### config.mk
export PLATFORM = sky130hd
export DESIGN_NAME = rtd_top
export DESIGN_NICKNAME = d
export VERILOG_FILES = /design/src/logic/rtd_pkg.sv /design/src/logic/rtd_host_if.sv /design/src/logic/rtd_top.sv /design/src/logic/rtd_host_port.sv
export SDC_FILE = /design/constraint.sdc
export NUM_CORES = 1
export LEC_CHECK = 0
export BUFFER_PORTS_ARGS = -buffer_cell sky130_fd_sc_hd__buf_2
export CAP_MARGIN = 5
export CORE_MARGIN = 10
export CORE_UTILIZATION = 40
export DETAILED_ROUTE_END_ITERATION = 7
export PLACE_DENSITY = 0.56
export SYNTH_ARGS = -nofsm -noshare
export SYNTH_HDL_FRONTEND = slang
export SYNTH_SLANG_ARGS = --single-unit
### constraint.sdc
create_clock -name sys_clk -period 3.6 [get_ports sys_clk]
set_input_delay 0.36 -clock sys_clk [delete_from_list [all_inputs] [get_ports sys_clk]]
set_output_delay 0.36 -clock sys_clk [all_outputs]
set_load 0.02 [all_outputs]
### src/logic/rtd_pkg.sv
// Shared constants for the resistive touch digitizer.
`default_nettype none
package rtd_pkg;
  // Register indices on the three-bit select.
  localparam logic [2:0] ADDR_X_LO = 3'h0;
  localparam logic [2:0] ADDR_X_HI = 3'h1;
  localparam logic [2:0] ADDR_Y_LO = 3'h2;
  localparam logic [2:0] ADDR_Y_HI = 3'h3;
  localparam logic [2:0] ADDR_SCRATCH_A = 3'h4;
  localparam logic [2:0] ADDR_SCRATCH_B = 3'h5;
  localparam logic [2:0] ADDR_CTRL = 3'h6;
  localparam logic [2:0] ADDR_RATE = 3'h7;
  // Control register fields.
  localparam int CTRL_ENABLE_BIT = 0;
  localparam int CTRL_CONV_INT_BIT = 1;
  localparam int CTRL_TOUCH_INT_A_BIT = 2;
  localparam int CTRL_TOUCH_INT_B_BIT = 3;
  localparam int CTRL_PERIODIC_A_BIT = 6;
  localparam int CTRL_PERIODIC_B_BIT = 7;
  // High-byte status field.
  localparam int X_HI_TOUCH_BIT = 4;
  // Reset values and the power-down command value.
  localparam logic [7:0] CTRL_RESET = 8'h00;
  localparam logic [7:0] RATE_RESET = 8'h20;
  localparam logic [7:0] CTRL_POWER_DOWN = 8'h00;
  // Timing and converter width.
  localparam int CLK_PERIOD_NS = 100;
  localparam int RATE_TICK_NS = 290000;
  localparam int RATE_TICK_CYC = RATE_TICK_NS / CLK_PERIOD_NS;
  localparam logic [8:0] RATE_OFFSET = 9'h008;
  localparam int RAISE_NS = 100;
  localparam int RAISE_CYC = (RAISE_NS + CLK_PERIOD_NS - 1) / CLK_PERIOD_NS;
  localparam int SETTLE_US = 1000;
  localparam int SETTLE_CYC = (SETTLE_US * 1000 + CLK_PERIOD_NS - 1) / CLK_PERIOD_NS;
  localparam int ADC_WIDTH = 12;

  typedef enum logic [3:0] {
    ST_MONITOR = 4'b0001,
    ST_CONV_X = 4'b0010,
    ST_CONV_Y = 4'b0100,
    ST_SETTLE = 4'b1000
  } rtd_state_t;
endpackage : rtd_pkg
`default_nettype wire

### src/logic/rtd_host_if.sv
// Decoded host port accesses passed from the pin front end to the core.
`timescale 1ns/10ps
`default_nettype none
interface rtd_host_if;
  logic rd_act;
  logic rd_start;
  logic wr_pulse;
  logic [2:0] addr;
  logic [7:0] wdata;
  modport port (output rd_act, output rd_start, output wr_pulse, output addr, output wdata);
  modport core (input rd_act, input rd_start, input wr_pulse, input addr, input wdata);
endinterface : rtd_host_if
`default_nettype wire

### src/logic/rtd_top.sv
// Touch digitizer core: register file, conversion sequencer and interrupt.
// Operation
// - Interrupt output high and held until cleared.
// - Touch output low when touched, else high.
// - Select and strobes active low; access needs both.
// - Eight eight-bit registers on three address lines.
// - Any register read clears pending interrupt.
// - Read during interrupt raising leaves it set.
// - Control register enables interrupt sources.
// - Control bits 2/3 and 6/7 are OR'd.
// - Bits 2/3 enable touch-change interrupt.
// - Rate register sets periodic conversion interval.
// - Rate spans 203 to 13 points per second.
// - On touch convert X, Y, store, interrupt.
// - Touch gone returns to monitoring state.
// - Coordinates are twelve bits split over registers.
// - Reset clears 0,1,6; rate loads 32.
// - Writing power-down to control clears interrupt.
// - Wait 1 ms after interrupt before converting.
`timescale 1ns/10ps
`default_nettype none
module rtd_top #(
  parameter int SETTLE_CYC = rtd_pkg::SETTLE_CYC
) (
  input wire logic sys_clk,
  input wire logic rst_n,
  input wire logic cs_n,
  input wire logic rd_n,
  input wire logic wr_n,
  input wire logic reg_sel_hi,
  input wire logic reg_sel_mid,
  input wire logic reg_sel_lo,
  input wire logic [7:0] data_in,
  output logic [7:0] data_out,
  output logic data_oe,
  output logic int_out,
  output logic touch_n,
  input wire logic touch_sense,
  output logic adc_req,
  output logic adc_sel_y,
  input wire logic adc_done,
  input wire logic [11:0] adc_data
);
  rtd_host_if hp ();

  rtd_host_port u_port (
    .sys_clk(sys_clk),
    .rst_n(rst_n),
    .cs_n(cs_n),
    .rd_n(rd_n),
    .wr_n(wr_n),
    .reg_sel_hi(reg_sel_hi),
    .reg_sel_mid(reg_sel_mid),
    .reg_sel_lo(reg_sel_lo),
    .data_in(data_in),
    .hp(hp.port)
  );

  rtd_pkg::rtd_state_t state;
  rtd_pkg::rtd_state_t next_state;
  logic touch_meta;
  logic touched;
  logic touched_q;
  logic [11:0] x_val;
  logic [11:0] y_val;
  logic [7:0] scratch_a;
  logic [7:0] scratch_b;
  logic [7:0] ctrl;
  logic [7:0] rate;
  logic [7:0] rd_mux;
  logic [11:0] tick_cnt;
  logic [8:0] tick_num;
  logic [13:0] settle_cnt;
  logic [3:0] raise_cnt;
  logic conv_en;
  logic touch_int_en;
  logic raise_evt;
  logic raising;
  logic interval_done;
  logic settle_done;
  logic pd_write;

  // Touch comparator is analog and asynchronous to sys_clk.
  always_ff @(posedge sys_clk or negedge rst_n) begin
    if (!rst_n) begin
      touch_meta <= 1'b0;
      touched <= 1'b0;
      touched_q <= 1'b0;
      touch_n <= 1'b1;
    end else begin
      touch_meta <= touch_sense;
      touched <= touch_meta;
      touched_q <= touched;
      touch_n <= ~touched;
    end
  end

  assign conv_en = ctrl[rtd_pkg::CTRL_ENABLE_BIT]
                   & (ctrl[rtd_pkg::CTRL_PERIODIC_A_BIT] | ctrl[rtd_pkg::CTRL_PERIODIC_B_BIT]);
  assign touch_int_en = ctrl[rtd_pkg::CTRL_TOUCH_INT_A_BIT]
                        | ctrl[rtd_pkg::CTRL_TOUCH_INT_B_BIT];
  // Intervals below the ninth count would outrun the conversion itself; they are not guarded.
  assign interval_done = {1'b0, tick_num} >= ({2'b00, rate} + {1'b0, rtd_pkg::RATE_OFFSET});
  assign settle_done = settle_cnt >= 14'(SETTLE_CYC);
  assign pd_write = hp.wr_pulse && hp.addr == rtd_pkg::ADDR_CTRL
                    && hp.wdata == rtd_pkg::CTRL_POWER_DOWN;

  always_comb begin
    next_state = state;
    unique case (state)
      rtd_pkg::ST_MONITOR: if (conv_en && touched && settle_done) begin
        next_state = rtd_pkg::ST_CONV_X;
      end
      rtd_pkg::ST_CONV_X: if (adc_done) next_state = rtd_pkg::ST_CONV_Y;
      rtd_pkg::ST_CONV_Y: if (adc_done) next_state = rtd_pkg::ST_SETTLE;
      rtd_pkg::ST_SETTLE: begin
        if (!touched || !conv_en) begin
          next_state = rtd_pkg::ST_MONITOR;
        end else if (settle_done && interval_done) begin
          next_state = rtd_pkg::ST_CONV_X;
        end
      end
      default: next_state = rtd_pkg::ST_MONITOR;
    endcase
  end

  always_ff @(posedge sys_clk or negedge rst_n) begin
    if (!rst_n) begin
      state <= rtd_pkg::ST_MONITOR;
      adc_req <= 1'b0;
      adc_sel_y <= 1'b0;
    end else begin
      state <= next_state;
      adc_req <= next_state == rtd_pkg::ST_CONV_X || next_state == rtd_pkg::ST_CONV_Y;
      adc_sel_y <= next_state == rtd_pkg::ST_CONV_Y;
    end
  end

  // Interval runs from each X start; settle runs from the end of Y, when the interrupt rises.
  always_ff @(posedge sys_clk or negedge rst_n) begin
    if (!rst_n) begin
      tick_cnt <= 12'h000;
      tick_num <= 9'h000;
      settle_cnt <= 14'h0000;
    end else begin
      if (next_state == rtd_pkg::ST_CONV_X && state != rtd_pkg::ST_CONV_X) begin
        tick_cnt <= 12'h000;
        tick_num <= 9'h000;
      end else if (tick_cnt == 12'(rtd_pkg::RATE_TICK_CYC - 1)) begin
        tick_cnt <= 12'h000;
        if (tick_num != 9'h1FF) tick_num <= tick_num + 9'h001;
      end else begin
        tick_cnt <= tick_cnt + 12'h001;
      end
      if (state == rtd_pkg::ST_CONV_Y && adc_done) begin
        settle_cnt <= 14'h0000;
      end else if (!settle_done) begin
        settle_cnt <= settle_cnt + 14'h0001;
      end
    end
  end

  // Coordinates land only once the whole conversion result is in.
  always_ff @(posedge sys_clk or negedge rst_n) begin
    if (!rst_n) begin
      x_val <= 12'h000;
      y_val <= 12'h000;
    end else if (adc_done) begin
      if (state == rtd_pkg::ST_CONV_X) x_val <= adc_data;
      if (state == rtd_pkg::ST_CONV_Y) y_val <= adc_data;
    end
  end

  always_ff @(posedge sys_clk or negedge rst_n) begin
    if (!rst_n) begin
      ctrl <= rtd_pkg::CTRL_RESET;
      rate <= rtd_pkg::RATE_RESET;
      scratch_a <= 8'h00;
      scratch_b <= 8'h00;
    end else if (hp.wr_pulse) begin
      unique case (hp.addr)
        rtd_pkg::ADDR_CTRL: ctrl <= hp.wdata;
        rtd_pkg::ADDR_RATE: rate <= hp.wdata;
        rtd_pkg::ADDR_SCRATCH_A: scratch_a <= hp.wdata;
        rtd_pkg::ADDR_SCRATCH_B: scratch_b <= hp.wdata;
        default: ;
      endcase
    end
  end

  always_comb begin
    unique case (hp.addr)
      rtd_pkg::ADDR_X_LO: rd_mux = x_val[7:0];
      rtd_pkg::ADDR_X_HI: rd_mux = {3'h0, touched, x_val[11:8]};
      rtd_pkg::ADDR_Y_LO: rd_mux = y_val[7:0];
      rtd_pkg::ADDR_Y_HI: rd_mux = {4'h0, y_val[11:8]};
      rtd_pkg::ADDR_SCRATCH_A: rd_mux = scratch_a;
      rtd_pkg::ADDR_SCRATCH_B: rd_mux = scratch_b;
      rtd_pkg::ADDR_CTRL: rd_mux = ctrl;
      default: rd_mux = rate;
    endcase
  end

  always_ff @(posedge sys_clk or negedge rst_n) begin
    if (!rst_n) begin
      data_out <= 8'h00;
      data_oe <= 1'b0;
    end else begin
      data_out <= hp.rd_act ? rd_mux : 8'h00;
      data_oe <= hp.rd_act;
    end
  end

  assign raise_evt = (state == rtd_pkg::ST_CONV_Y && adc_done && ctrl[rtd_pkg::CTRL_CONV_INT_BIT])
                     | (touched != touched_q && touch_int_en);
  assign raising = raise_evt || raise_cnt != 4'h0;

  // Raising takes a fixed internal delay; a read meeting it cannot clear it.
  always_ff @(posedge sys_clk or negedge rst_n) begin
    if (!rst_n) begin
      raise_cnt <= 4'h0;
      int_out <= 1'b0;
    end else begin
      if (raise_evt) begin
        raise_cnt <= 4'(rtd_pkg::RAISE_CYC);
      end else if (raise_cnt != 4'h0) begin
        raise_cnt <= raise_cnt - 4'h1;
      end
      if (raise_cnt == 4'h1) begin
        int_out <= 1'b1;
      end else if (hp.rd_start && !raising) begin
        int_out <= 1'b0;
      end else if (pd_write) begin
        int_out <= 1'b0;
      end
    end
  end
endmodule : rtd_top
`default_nettype wire

### src/logic/rtd_host_port.sv
// Host parallel port front end: pin synchronisers and strobe decoding.
`timescale 1ns/10ps
`default_nettype none
module rtd_host_port (
  input wire logic sys_clk,
  input wire logic rst_n,
  input wire logic cs_n,
  input wire logic rd_n,
  input wire logic wr_n,
  input wire logic reg_sel_hi,
  input wire logic reg_sel_mid,
  input wire logic reg_sel_lo,
  input wire logic [7:0] data_in,
  rtd_host_if.port hp
);
  logic [13:0] meta;
  logic [13:0] sync;
  logic rd_q;
  logic wr_q;
  logic rd_now;
  logic wr_now;
  logic wr_pulse;
  logic [10:0] wr_hold;

  // Strobes, select and data are asynchronous to sys_clk; all pass two stages.
  always_ff @(posedge sys_clk or negedge rst_n) begin
    if (!rst_n) begin
      // Idle means no select and no strobe, so nothing is seen as an access after reset.
      meta <= 14'h0000;
      sync <= 14'h0000;
    end else begin
      meta <= {~cs_n, ~rd_n, ~wr_n, reg_sel_hi, reg_sel_mid, reg_sel_lo, data_in};
      sync <= meta;
    end
  end

  // An access needs chip select together with a strobe.
  assign rd_now = ~sync[13] & ~sync[12] ? 1'b0 : (sync[13] & sync[12]);
  assign wr_now = sync[13] & sync[11];

  always_ff @(posedge sys_clk or negedge rst_n) begin
    if (!rst_n) begin
      rd_q <= 1'b0;
      wr_q <= 1'b0;
    end else begin
      rd_q <= rd_now;
      wr_q <= wr_now;
    end
  end

  // Select and data are sampled while the write is seen and held once it ends, so a host that moves them
  // as it lifts the strobe still writes what it meant.
  always_ff @(posedge sys_clk or negedge rst_n) begin
    if (!rst_n) begin
      wr_hold <= 11'h000;
    end else if (wr_now) begin
      wr_hold <= sync[10:0];
    end
  end

  assign wr_pulse = wr_q & ~wr_now;
  assign hp.rd_act = rd_now;
  assign hp.rd_start = rd_now & ~rd_q;
  // Writes are taken at the trailing edge, when the data lines have settled.
  assign hp.wr_pulse = wr_pulse;
  assign hp.addr = wr_pulse ? wr_hold[10:8] : sync[10:8];
  assign hp.wdata = wr_hold[7:0];
endmodule : rtd_host_port
`default_nettype wire

-- Word-level counts from Yosys, hierarchy flattened
Cells that the tools add are included.
- bits in read-only memories: 0
- input bits: 30
- word-level logic and storage cells: 119
- bits in writable memories: 0
- latch bits: 0
- register bits: 155
- memories kept: 0
- output and inout port bits: 13
- equality and inequality tests: 19
- magnitude comparators: 2
- muxes and demuxes: 22
- reductions and logical operators: 30
- shift-type cells: 0
- bitwise gates (word level): 17
- add/subtract/negate cells: 5
- $mul: 0
- div/mod/pow operators: 0
- operator list (kind ; count):
    one-hot mux 8 bit (7 select lines) ; 1
    2-to-1 mux 14 bit ; 2
    2-to-1 mux 4 bit ; 7
    2-to-1 mux 9 bit ; 3
    2-to-1 mux 12 bit ; 2
    one-hot mux 4 bit (4 select lines) ; 1
    adder 14 x 1 -> 14 bit, second input constant ; 1
    greater-or-equal comparator 14 bit, second input constant ; 1
    AND reduction 2 bit ; 7
    adder 12 x 1 -> 12 bit, second input constant ; 1
    == test 12 bit, second input constant ; 1
    == test 3 bit, second input constant ; 4
    logical AND 1 bit ; 10
    adder 8 x 4 -> 9 bit, second input constant ; 1
    adder 9 x 1 -> 9 bit, second input constant ; 1
    greater-or-equal comparator 9 bit ; 1
    != test 9 bit, second input constant ; 1
    == test 4 x 1 -> 1 bit, second input constant ; 2
    == test 4 x 2 -> 1 bit, second input constant ; 2
    == test 4 x 3 -> 1 bit, second input constant ; 2
    zero test 8 bit ; 1
    2-to-1 mux 8 bit ; 1
    NOT 1 bit ; 8
    AND 1 bit ; 6
    other kinds (16) ; 28

-- Logic depth before layout (Yosys ltp)
Gate-level depths: netlist (run 1).
- word-level depth: 10
- mapped depth: 10

-- Modules after synthesis
Synthesis (run 1) repeated with hierarchy kept, for this count alone.
- cells, all modules: 584
- area, all modules: 6990.5 sq um
- by module, submodules not included (module ; seq. area each (sq um) ; area an instance (sq um) ; cells an instance ; times used):
    rtd_top ; 2881.5 ; 5656.7 ; 512 ; 1
    rtd_host_port ; 1026.0 ; 1333.8 ; 72 ; 1

-- Least setup slack after synthesis (run 1)
Ideal clock, no wire load.
- path type: register to register
- start: reg rate[5]
- end: reg tick_cnt[10]
- stages on the path, launching flop included: 9
- required time: 3.464 ns
- setup time: 0.136 ns
- arrival time: 2.235 ns
- setup slack: 1.229 ns
- path through: dfstp_2 -> and3_1 -> nand3_1 -> ha_1 -> nand2_1 -> or3_1 -> a211oi_2 -> clkbuf_1 -> nor3_1
- longest elaborated chain between the ends: 9
- RTL lines (what ; RTL line ; text):
    start: declaration ; rtd_top.sv:69 ; logic [7:0] rate;
    start signal: assignment ; rtd_top.sv:177 ; rate <= rtd_pkg::RATE_RESET;
    start signal: assignment ; rtd_top.sv:183 ; rtd_pkg::ADDR_RATE: rate <= hp.wdata;
    adder 8 x 4 -> 9 bit ; rtd_top.sv:103 ; assign interval_done = {1'b0, tick_num} >= ({2'b00, rate} + {1'b0, rtd_pkg::RATE_OFFSET});
    greater-or-equal comparator 9 bit ; rtd_top.sv:103 ;
    logical AND 1 bit ; rtd_top.sv:119 ; end else if (settle_done && interval_done) begin
    2-to-1 mux 4 bit ; rtd_top.sv:119 ;
    2-to-1 mux 4 bit ; rtd_top.sv:117 ; if (!touched || !conv_en) begin
    one-hot mux 4 bit (4 select lines) ; rtd_top.sv:110 ; unique case (state)
    == test 4 x 2 -> 1 bit ; rtd_top.sv:146 ; if (next_state == rtd_pkg::ST_CONV_X && state != rtd_pkg::ST_CONV_X) begin
    logical AND 1 bit ; rtd_top.sv:146 ;
    2-to-1 mux 12 bit ; rtd_top.sv:146 ;
    end signal: assignment ; rtd_top.sv:153 ; tick_cnt <= tick_cnt + 12'h001;
    end: declaration ; rtd_top.sv:71 ; logic [11:0] tick_cnt;
No other way between the ends.
A chain may end at the register's enable or synchronous reset.

-- Worst setup path after layout (run 1)
- start: reg rate[4]
- end: reg tick_num[7]
- longest elaborated chain between the ends: 10
- elaborated cells between the ends (all ways): 12
- those cells by class: add/sub: 1; order compare: 1; eq/ne: 1; mux: 4; reduce/logical: 5
- RTL lines (what ; RTL line ; text):
    adder 8 x 4 -> 9 bit (*) ; rtd_top.sv:103 ;
    greater-or-equal comparator 9 bit (*) ; rtd_top.sv:103 ;
    logical AND 1 bit (*) ; rtd_top.sv:119 ;
    2-to-1 mux 4 bit (*) ; rtd_top.sv:119 ;
    2-to-1 mux 4 bit (*) ; rtd_top.sv:117 ;
    one-hot mux 4 bit (4 select lines) (*) ; rtd_top.sv:110 ;
    == test 4 x 2 -> 1 bit (*) ; rtd_top.sv:146 ;
    logical AND 1 bit (*) ; rtd_top.sv:146 ;
    nonzero test 2 bit (no source line) ; - ;
    AND reduction 2 bit (no source line) ; - ;
    end signal: assignment ; rtd_top.sv:151 ; if (tick_num != 9'h1FF) tick_num <= tick_num + 9'h001;
    end: declaration ; rtd_top.sv:72 ; logic [8:0] tick_num;
Mark *: on every way between the ends. The rest lies on a longest branch, timed or not.

==> results of run 1 <==
==> stage by stage <==
step / power (mW) / worst slack (ps) / utilization [%]
5_1_grt: 5.27 / 859 / 46.5
3_5_place_dp: 3.25 / 1130 / 43.1
4_1_cts: 5.04 / 1110 / 46.5
6_report: 4.99 / 1100 / 46.5
3_3_place_gp: 3.20 / 1190 / 43.1
2_1_floorplan: 2.95 / 1230 / -
==> sequential cells by signal, indices dropped and copies added, names as in the netlist, 4 cells and up <==
signal	count
data_out	8
u_port.sync	14
tick_num	9
scratch_b	8
scratch_a	8
x_val	12
y_val	12
ctrl	8
u_port.wr_hold	11
tick_cnt	12
raise_cnt	4
rate	8
state	4
settle_cnt	14
u_port.meta	14
==> report_power, final <==
group	total (mW)	switching, mW	internal [mW]	leakage (nW)
Combinational	0.846	0.433	0.413	1.32
Sequential	2.37	0.318	2.06	1.95
Clock	1.77	0.756	1.01	0.282
==> kinds of logic (layout without fill, tap and decap cells) <==
| logic type | after synthesis | in the layout | synth area share, % |
|---|---|---|---|
| xor gates and xnor gates | 33 | 33 | 4.18 |
| muxes | 79 | 79 | 12.7 |
| and+or+nand+nor | 159 | 159 | 12.0 |
| buffers and inverters | 42 | 104 | 2.68 |
| AOI/OAI and AO/OA | 85 | 85 | 9.05 |
| DFF | 155 | 155 | 56.2 |
| adders and majority gates | 18 | 18 | 3.26 |
==> layer usage <==
metal  wire [um]  vias to the layer above  track usage [%]  share of wire [%]
met4         199                        0             4.81                1.3
met1        7220                     2311             18.7                 47
li1            -                     2173                -                  -
met2        7400                       93             22.6                 48
met3         579                       16             3.74                3.8
met5           0                        -                0                  0
==> worst register-to-register path: stages (launching register included) <==
cell and delay [ps]:
dfrtp_1 470, ha_1 230, nand3_1 100, xor2_1 160, ha_1 280, nand2_1 80, or3_1 430, a211oi_2 200
buf_4 280, nor3_1 110
==> cell usage in the layout, fill, tap and decap left out, types with 4 or more instances in the layout <==
master / synthesis / layout
or3_1: 4 / 4
nand2_1: 31 / 31
mux2_2: 69 / 69
nor4_1: 15 / 15
nand4_1: 5 / 5
nor3_1: 27 / 27
mux2i_1: 10 / 10
a31oi_1: 5 / 5
and3_1: 5 / 5
buf_4: 0 / 4
xnor2_1: 27 / 27
nor2b_1: 5 / 5
a21oi_1: 21 / 21
a211oi_2: 4 / 4
a222oi_1: 9 / 9
buf_2: 4 / 41
nor2_1: 25 / 25
inv_6: 0 / 5
o21ai_0: 16 / 16
dfrtp_1: 152 / 152
xor2_1: 6 / 6
ha_1: 18 / 18
inv_1: 25 / 25
nand2b_1: 5 / 5
clkbuf_16: 0 / 17
nand3_1: 22 / 22
==> area by class of cell <==
type | count | area (um^2)
fillers | 1563 | 9150
flip-flops and latches | 155 | 3880
multi-input cells | 374 | 2850
clock buffers | 20 | 457
well taps | 225 | 282
repair buffers | 47 | 267
clock inverters | 12 | 129
inverters | 25 | 93.8
==> worst max-delay path by stage <==
stage / end / cells past startpoint / from
after floorplan: tick_cnt[10] / 8 / rate[5]
after global placement: tick_cnt[8] / 9 / rate[4]
after detailed placement: tick_cnt[6] / 10 / rate[4]
after CTS: tick_cnt[4] / 10 / rate[4]
after global routing: tick_cnt[9] / 9 / rate[5]
final: tick_num[7] / 9 / rate[4]
==> key figures, run 1 <==
Clock network
  • Number of hold-repair buffers added at the cts stage: 0
  • Number of clock sinks seen by CTS: 155
  • Skew-Pair Late Insertion Delay: 430 ps
  • Root Driver: clkbuf_16
  • Largest buffer count on any clock path: 2
  • Post-CTS setup repair buffer count: 0
  • Cells resized by post-CTS repair: 0
  • H-Tree Depth: 4
  • CTS tree: done
  • Worst-path clk slew: 70 ps
  • Clock buffers created by TritonCTS: 17

Logic synthesis
  • Most common cell in the netlist: dfrtp_1
  • Most common flop cell mapped by yosys: dfrtp_1
  • Netlist area before placement: 0.00691 mm^2
  • Number of synthesized register bits: 155
  • Cell taking the most area after synthesis: dfrtp_1
  • Synth warn: 0
  • Number of enable flip-flop cells after synthesis: 0
  • Share of synthesized registers carrying an async set or reset: 100%
  • Synthesized net count: 619
  • Leading post-synthesis cells by cell area: dfrtp_1 55%, mux2_2 11%, xnor2_1 3.4%
  • Sequential fraction of the synthesis area: 56.2%
  • Fraction of post-synthesis cell area in the top cell type by area: 55.0%
  • Most frequent cells after synthesis: 152 x dfrtp_1, 69 x mux2_2, 31 x nand2_1, 27 x nor3_1, 27 x xnor2_1
  • Post-Syn Instances: 571
  • Mapped Avg Cell Area: 12.1 um^2
  • Distinct cell type count after synthesis: 58

Floorplan
  • Placeable Area: 0.0171 mm^2
  • Number of ports placed on the die boundary: 43
  • Overall die width: 151 um
  • Floorplan die area: 0.0229 mm^2
  • Floorplan row count: 48
  • Y dimension of the die: 151 um
  • Starting density of the core: 40.4%

Global route
  • Total GRT Usage: 14.3%
  • Wire length of the first global-routing pass: 25.7 mm
  • Vias in the first global route: 4829
  • Number of antenna violations at the first check in global routing: 0
  • Global-route congestion overflow total: 0
  • Largest net degree at the start of global routing: 84

Layout
  • Post-layout instance area: 0.00796 mm^2
  • Post-layout net count: 668
  • Layout cells sized above 1: 26.2%
  • Final Instance Count excl. Fillers: 858
  • Layout-stage area growth over the synthesis result: 15.2%
  • Number of inserted diodes: 0

Route
  • Vias after detailed routing: 4593
  • Routed wire length per instance: 17.9 um
  • Count of nets left with antenna violations after detail routing: 0
  • Overall routed net length: 15.4 mm
  • Average vias per placed instance: 5.35
  • Remaining routing DRC violations: 0
  • DRC violation total after the first TritonRoute iteration: 514
  • Number of optimization iterations in the first detailed-route pass: 8

STA
  • Tightest Pin Transition: 1020 ps
  • Setup repair after global routing missed its margin: false
  • Final-layout worst hold slack: -38.8 ps
  • Slew Limit Headroom: 31.6%
  • Total negative slack: 0 ps
  • Final cycle utilization of the critical path: 69.4%
  • Max Clock Skew: 8.01 ps
  • Maximum operating frequency: 400 MHz
  • Tmin final: 2500 ps
  • Final number of hold-violating endpoints: 14
  • Final slew viol count: 0
  • Setup-failing EPs final: 0

Critical path
  • Maximum net fanout on the critical path: 22
  • Delay-heaviest family, CP: simple AND/OR/NAND/NOR gates
  • Worst path slowest cell: dfrtp_1
  • Category of the most critical setup path: flip-flop to flip-flop
  • Capturing element type of the critical path: flip-flop
  • Buf+Inv Stages, Crit Path: 1
  • Worst R2R Start: rate[4]
  • Critical Path Most Common Cell: ha_1
  • Data arrival, critical path: 2750 ps
  • FF-to-FF End: tick_num[7]
  • Endpoint required time on the critical path: 3850 ps
  • R2R Setup Slk: 1100 ps
  • Slowest stage delay, CP: 470 ps
  • Ordered cell list for the critical path: ha_1, nand3_1, xor2_1, ha_1, nand2_1, or3_1, a211oi_2, buf_4, nor3_1
  • R2R depth: 9
  • Sort of element at the start of the critical path: flip-flop

Place
  • DP Wirelength: 10.6 mm
  • Input/output buffers: 42
  • Count of placed standard cells including taps: 826
  • Area of placed instances: 0.00738 mm^2
  • Final estimated routing congestion in global placement: 0.865

Power
  • Static leakage power: 3.56 nW
  • Maximum vdd drop: 0.357 mV
  • Power density over the cells: 626 mW/mm^2

Run status
  • Violations in the final reports: hold timing
  • Status: complete, but fails checks

Worst hold path
  • Hold WC Path Type: input port to asynchronous set/reset pin

Run
  • Max-cap check violation count: 0
Note: power is estimated with default switching activity, not from simulation.
==> inputs of run 2 (changes only) <==
PLACE_DENSITY = 0.59   (was 0.56)
clock period = 2.07 ns   (was 3.6 ns; I/O delays follow)
==> key figures, run 2 (synthesis results as in run 1) <==
Route
  • Remaining routing DRC violations: 0 (unchanged)
  • Count of nets left with antenna violations after detail routing: 0 (unchanged)
  • Number of optimization iterations in the first detailed-route pass: 5 (-3)
  • DRC violation total after the first TritonRoute iteration: 292 (-43%)
  • Overall routed net length: 15.6 mm (+1.2%)
  • Vias after detailed routing: 4909 (+6.9%)
  • Average vias per placed instance: 5.30 (-0.97%)
  • Routed wire length per instance: 16.8 um (-6.3%)

STA
  • Maximum operating frequency: 431 MHz (+7.7%)
  • Final cycle utilization of the critical path: 112% (+43 points)
  • Tmin final: 2320 ps (-178 ps)
  • Tightest Pin Transition: 1010 ps (-10.3 ps)
  • Slew Limit Headroom: 32.9% (+1.3 points)
  • Final number of hold-violating endpoints: 0 (-14)
  • Setup repair after global routing missed its margin: true
  • Worst setup slack after layout: -251 ps (-1350 ps)
  • Final slew viol count: 0 (unchanged)
  • Setup-failing EPs final: 25 (+25)
  • Max Clock Skew: 9.72 ps (+1.71 ps)

Critical path
  • Data arrival, critical path: 2580 ps (-170 ps)
  • Sort of element at the start of the critical path: flip-flop
  • Delay-heaviest family, CP: simple AND/OR/NAND/NOR gates
  • Maximum net fanout on the critical path: 11 (-50%)
  • Buf+Inv Stages, Crit Path: 1 (unchanged)
  • Capturing element type of the critical path: flip-flop
  • Worst path slowest cell: dfstp_2
  • Endpoint required time on the critical path: 2330 ps (-1520 ps)
  • Ordered cell list for the critical path: and3_4, xnor2_1, ha_1, nand2_1, or3_4, a211oi_4, buf_6, nor3_1
  • Category of the most critical setup path: flip-flop to flip-flop
  • Slowest stage delay, CP: 570 ps (+100 ps)

Global route
  • Met2 global-route usage: 23.4% (+0.81 points)
  • Met1 capacity usage during global routing: 18.2% (-0.50 points)
  • Total GRT Usage: 14.3% (+0.023 points)
  • Global-route congestion overflow total: 0 (unchanged)
  • Wire length of the first global-routing pass: 26.0 mm (+1.1%)
  • Most crowded layer after global routing: met2
  • Largest net degree at the start of global routing: 60 (-29%)
  • Met3 Track Usage GR: 3.86% (+0.12 points)
  • Number of antenna violations at the first check in global routing: 0 (unchanged)
  • Vias in the first global route: 5156 (+6.8%)

Layout
  • Registers with the highest flip-flop counts: settle_cnt x14, u_port.meta x14, u_port.sync x14
  • Number of inserted diodes: 0 (unchanged)
  • Final Instance Count excl. Fillers: 926 (+7.9%)
  • Commonest non-fill, non-tap cell in the layout: dfrtp_1
  • Layout-stage area growth over the synthesis result: 25.4%
  • Area of the multi-input gates: 0.00296 mm^2 (+3.8%)
  • Post-layout instance area: 0.00867 mm^2 (+8.8%)
  • Total area of sequential cells: 0.00388 mm^2 (unchanged)
  • Count of fill cells added during filler insertion: 1491 (-4.6%)
  • Post-layout net count: 736 (+10%)
  • Highest-count cells in the layout ignoring fill and taps: 152 x dfrtp_1, 69 x mux2_2, 52 x buf_4, 41 x buf_2, 30 x nand2_1
  • Layout cells sized above 1: 33.8% (+7.6 points)

Floorplan
  • Number of ports placed on the die boundary: 43 (unchanged)
  • Starting density of the core: 40.4% (unchanged)
  • Y dimension of the die: 151 um (unchanged)
  • Floorplan die area: 0.0229 mm^2 (unchanged)
  • Placeable Area: 0.0171 mm^2 (unchanged)
  • Floorplan row count: 48 (unchanged)
  • Overall die width: 151 um (unchanged)

Clock network
  • Root Driver: clkbuf_16
  • Worst-path clk slew: 70 ps (about the same)
  • CTS tree: done
  • Skew-Pair Late Insertion Delay: 430 ps (about the same)
  • Number of clock sinks seen by CTS: 155 (unchanged)
  • Largest buffer count on any clock path: 2 (unchanged)
  • H-Tree Depth: 4 (unchanged)
  • Clock buffers created by TritonCTS: 17 (unchanged)

Power
  • Maximum vdd drop: 0.629 mV (+76%)
  • Pwr Total: 9.08 mW (+82%)
  • Static leakage power: 3.91 nW (+9.8%)
  • Power density over the cells: 1050 mW/mm^2 (+67%)

Run status
  • Violations in the final reports: setup timing
  • Status: complete, but fails checks

Place
  • DP Wirelength: 11.0 mm (+4.2%)
  • Final estimated routing congestion in global placement: 0.879 (+1.5%)
  • Area of placed instances: 0.00777 mm^2 (+5.3%)
  • Input/output buffers: 42 (unchanged)
  • Count of placed standard cells including taps: 869 (+5.2%)

Run
  • Max-cap check violation count: 0 (unchanged)

Worst hold path
  • Hold WC Path Type: input port to flip-flop
## run 2: changes by cell type in the layout (fill, tap and decap cells not counted), sizes merged
cell	delta
buf	+52
dlygate4sd3	+16
bufinv	+1
inv	+1
clkbuf	-3
clkinvlp	-2
clkinv	+3
## run 2: worst reg2reg max path, delay by kind of cell (launching register included)
family	cells	cell delay (ps)
buffers and inverters	1	190
adder cells (fa/ha/maj)	1	310
XOR/XNOR	1	60
AO/OA/AOI/OAI	1	280
flip-flops	1	570
AND/OR/NAND/NOR	4	750
## run 2: final cells by class
| class | instances | share of cell area, % |
|---|---|---|
| clock buffer | 17 | 4.91 |
| clock inverter | 15 | 2.09 |
| inverter | 25 | 1.08 |
| multi-input combinational | 374 | 34.2 |
| sequential | 155 | 44.8 |
| tap | 225 | 3.25 |
| timing repair buffer | 115 | 9.70 |
## run 2: routing by layer
metal  vias to the layer above  share of wire [%]
li1                       2309                  -
met1                      2483                 45
met2                       105                 49
met3                        12                4.5
met4                         0               0.90
met5                         -                  0
## run 2: final timing paths
kind / startpoint / to / slack (ps) / depth (start not counted)
max: rate[5] / tick_cnt[1] / -250 / 8
min: adc_data[7] / y_val[7] / 20 / 2
max reg2reg: rate[5] / tick_cnt[1] / -250 / 8
min reg2reg: u_port.meta[3] / u_port.sync[3] / 350 / 0
max in group asynchronous: rst_n / u_port.sync[3] / 1080 / 3
min in group asynchronous: rst_n / state[1] / 320 / 2
## run 2: per-stage QoR
stage / hold WS [ps] / setup TNS, ps / setup slack [ps] / utilization (%)
global route: 5.53 / -8600 / -387 / 50.6
global placement: 219 / -3880 / -180 / 45.4
detailed placement: 225 / -5390 / -259 / 45.4
floorplan: -88.6 / -2790 / -161 / -
CTS: 7.48 / -5600 / -258 / 50.3
finish: 23.4 / -5600 / -251 / 50.6
## run 2: repair_timing
item	4_1_cts	5_1_grt
setup buffers	4	6
endpoints found under the hold margin	68	0
hold buffers	16	0
setup endpoints to repair	24	33
pin swaps	6	12
cloned	1	0
gates resized for setup	5	14
## run 2: power breakdown
group / switching, mW / internal (mW) / total [mW]
combinational: 0.897 / 0.937 / 1.83
clock: 1.37 / 1.83 / 3.20
sequential: 0.472 / 3.57 / 4.05
==> inputs of run 3 (changes only) <==
PLACE_DENSITY = default   (was 0.59)
==> key figures, run 3 (synthesis results as in run 1) <==
Layout
  • Post-layout instance area: 0.00868 mm^2 (+0.10%)
  • Commonest non-fill, non-tap cell in the layout: dfrtp_1
  • Highest-count cells in the layout ignoring fill and taps: 152 x dfrtp_1, 69 x mux2_2, 55 x buf_4, 41 x buf_2, 29 x nand2_1
  • Final Instance Count excl. Fillers: 928 (+0.22%)
  • Number of inserted diodes: 0 (unchanged)
  • Registers with the highest flip-flop counts: settle_cnt x14, u_port.meta x14, u_port.sync x14
  • Layout-stage area growth over the synthesis result: 25.5%
  • Layout cells sized above 1: 33.9% (+0.046 points)
  • Count of fill cells added during filler insertion: 1503 (+0.80%)
  • Post-layout net count: 738 (+0.27%)

Global route
  • Global-route congestion overflow total: 0 (unchanged)
  • Number of antenna violations at the first check in global routing: 0 (unchanged)
  • Largest net degree at the start of global routing: 61 (+1.7%)
  • Wire length of the first global-routing pass: 26.6 mm (+2.3%)
  • Vias in the first global route: 5133 (-0.45%)
  • Total GRT Usage: 14.7% (+0.36 points)

Route
  • Average vias per placed instance: 5.23 (-1.4%)
  • Routed wire length per instance: 17.2 um (+2.2%)
  • Count of nets left with antenna violations after detail routing: 0 (unchanged)
  • DRC violation total after the first TritonRoute iteration: 282 (-3.4%)
  • Remaining routing DRC violations: 0 (unchanged)
  • Vias after detailed routing: 4849 (-1.2%)
  • Overall routed net length: 16.0 mm (+2.5%)
  • Number of optimization iterations in the first detailed-route pass: 6 (+1)

Critical path
  • Worst setup path start: rate[5]
  • Data arrival, critical path: 2570 ps (about the same)
  • R2R depth: 8 (unchanged)
  • Sort of element at the start of the critical path: flip-flop
  • CP Capture Point: tick_num[7]
  • FF-to-FF End: tick_num[7]
  • Delay-heaviest family, CP: simple AND/OR/NAND/NOR gates
  • Cell depth of the worst setup path: 8 (unchanged)
  • Slowest stage delay, CP: 540 ps (-30 ps)
  • Category of the most critical setup path: flip-flop to flip-flop
  • Endpoint required time on the critical path: 2330 ps (about the same)
  • Worst R2R Start: rate[5]
  • R2R Setup Slk: -240 ps (about the same)
  • Maximum net fanout on the critical path: 22 (+11)
  • Buf+Inv Stages, Crit Path: 1 (unchanged)
  • Ordered cell list for the critical path: and3_4, xnor2_2, ha_1, nand2_1, or3_4, a211oi_4, buf_12, nor3_1
  • Worst path slowest cell: dfstp_2
  • Capturing element type of the critical path: flip-flop

STA
  • Slew Limit Headroom: 37.3% (+4.4 points)
  • Final number of hold-violating endpoints: 0 (unchanged)
  • Setup-failing EPs final: 23 (-8.0%)
  • Tightest Pin Transition: 939 ps (-65.9 ps)
  • Tmin final: 2310 ps (-12.1 ps)
  • Max Clock Skew: 9.67 ps (-0.0485 ps)
  • Final-layout worst hold slack: 18.6 ps (-4.77 ps)
  • Final slew viol count: 0 (unchanged)
  • Maximum operating frequency: 433 MHz (+0.52%)
  • Final cycle utilization of the critical path: 112% (-0.58 points)
  • Setup repair after global routing missed its margin: true
  • Worst setup slack after layout: -239 ps (+12.1 ps)

Floorplan
  • Placeable Area: 0.0171 mm^2 (unchanged)
  • Starting density of the core: 40.4% (unchanged)
  • Floorplan die area: 0.0229 mm^2 (unchanged)
  • Number of ports placed on the die boundary: 43 (unchanged)
  • Y dimension of the die: 151 um (unchanged)
  • Floorplan row count: 48 (unchanged)
  • Overall die width: 151 um (unchanged)

Place
  • Area of placed instances: 0.00781 mm^2 (+0.48%)
  • Input/output buffers: 42 (unchanged)
  • Count of placed standard cells including taps: 874 (+0.58%)
  • DP Wirelength: 11.2 mm (+1.6%)
  • Final estimated routing congestion in global placement: 0.869 (-1.1%)

Power
  • Sequential cell fraction of total power: 44.8% (+0.2 points)
  • Power share of the combinational group: 20.2% (about the same)
  • Switching part of the total: 30.7% (+0.56 points)
  • Clock network fraction of design power: 35.0% (-0.2 points)
  • Switch Pwr: 2.78 mW (+1.5%)
  • Pwr Total: 9.05 mW (-0.36%)
  • Internal: 6.27 mW (-1.2%)
  • Maximum vdd drop: 0.673 mV (+7.0%)
  • Power density over the cells: 1040 mW/mm^2 (-0.46%)
  • Static leakage power: 3.92 nW (+0.26%)

Clock network
  • Skew-Pair Late Insertion Delay: 430 ps (about the same)
  • Largest buffer count on any clock path: 2 (unchanged)
  • Worst-path clk slew: 70 ps (about the same)
  • Clock buffers created by TritonCTS: 17 (unchanged)
  • Root Driver: clkbuf_16
  • H-Tree Depth: 4 (unchanged)
  • CTS tree: done
  • Number of clock sinks seen by CTS: 155 (unchanged)

Worst hold path
  • Hold WC Path Type: input port to flip-flop

Run status
  • Status: complete, but fails checks
  • Violations in the final reports: setup timing

Run
  • Max-cap check violation count: 0 (unchanged)
-- run 3: power by group through the flow --
stage / logic, mW / registers, mW / clock network, mW
after floorplan: 1.14 / 4.00 / 0
after global placement: 1.68 / 4.05 / 0
after detailed placement: 1.76 / 4.08 / 0
after CTS: 1.82 / 4.04 / 3.24
after global routing: 2.03 / 4.13 / 3.39
final: 1.82 / 4.05 / 3.17
-- run 3: cell type report --
| cell class | instances | area (um^2) | area share (%) |
|---|---|---|---|
| Timing Repair Buffer | 116 | 850 | 9.79 |
| Tap cell | 225 | 282 | 3.24 |
| Clock buffer | 18 | 439 | 5.06 |
| Inverter | 25 | 93.8 | 1.08 |
| Clock inverter | 14 | 170 | 1.96 |
| Sequential cell | 155 | 3880 | 44.8 |
| Multi-Input combinational cell | 375 | 2960 | 34.1 |
-- run 3: timing repair --
item / CTS / global route
hold buffers: 16 / 0
resized for setup: 4 / 9
endpoints found under the hold margin: 69 / 0
pin swaps: 1 / 9
cloned: 1 / 0
setup buffers: 3 / 3
endpoints found under the setup margin: 31 / 32
-- run 3: routing by layer --
metal / vias to the layer above / track usage (%) / share of wire (%)
met5: - / 0 / 0
met4: 0 / 4.91 / 1.5
met3: 21 / 3.95 / 5.0
met2: 120 / 24.1 / 49
met1: 2394 / 18.4 / 44
li1: 2314 / - / -
-- run 3: stage by stage --
| step | setup slack (ps) | util, % | setup TNS (ps) |
|---|---|---|---|
| after CTS | -230 | 50.4 | -4990 |
| after floorplan | -161 | - | -2790 |
| final | -239 | 50.7 | -5080 |
| after global placement | -171 | 45.6 | -4160 |
| after detailed placement | -254 | 45.6 | -5490 |
| after global routing | -348 | 50.7 | -7590 |
-- run 3: how the worst min path moves through the flow --
| stage | startpoint | to | slack, ps | cells after the start |
|---|---|---|---|---|
| 2_1_floorplan | rst_n | adc_req | -90 | 0 |
| 3_3_place_gp | rst_n | tick_cnt[8] | 220 | 1 |
| 3_5_place_dp | rst_n | tick_cnt[8] | 240 | 1 |
| 4_1_cts | adc_data[9] | x_val[9] | 0.2 | 2 |
| 5_1_grt | adc_data[4] | x_val[4] | 10 | 2 |
| 6_report | adc_data[7] | x_val[7] | 20 | 2 |
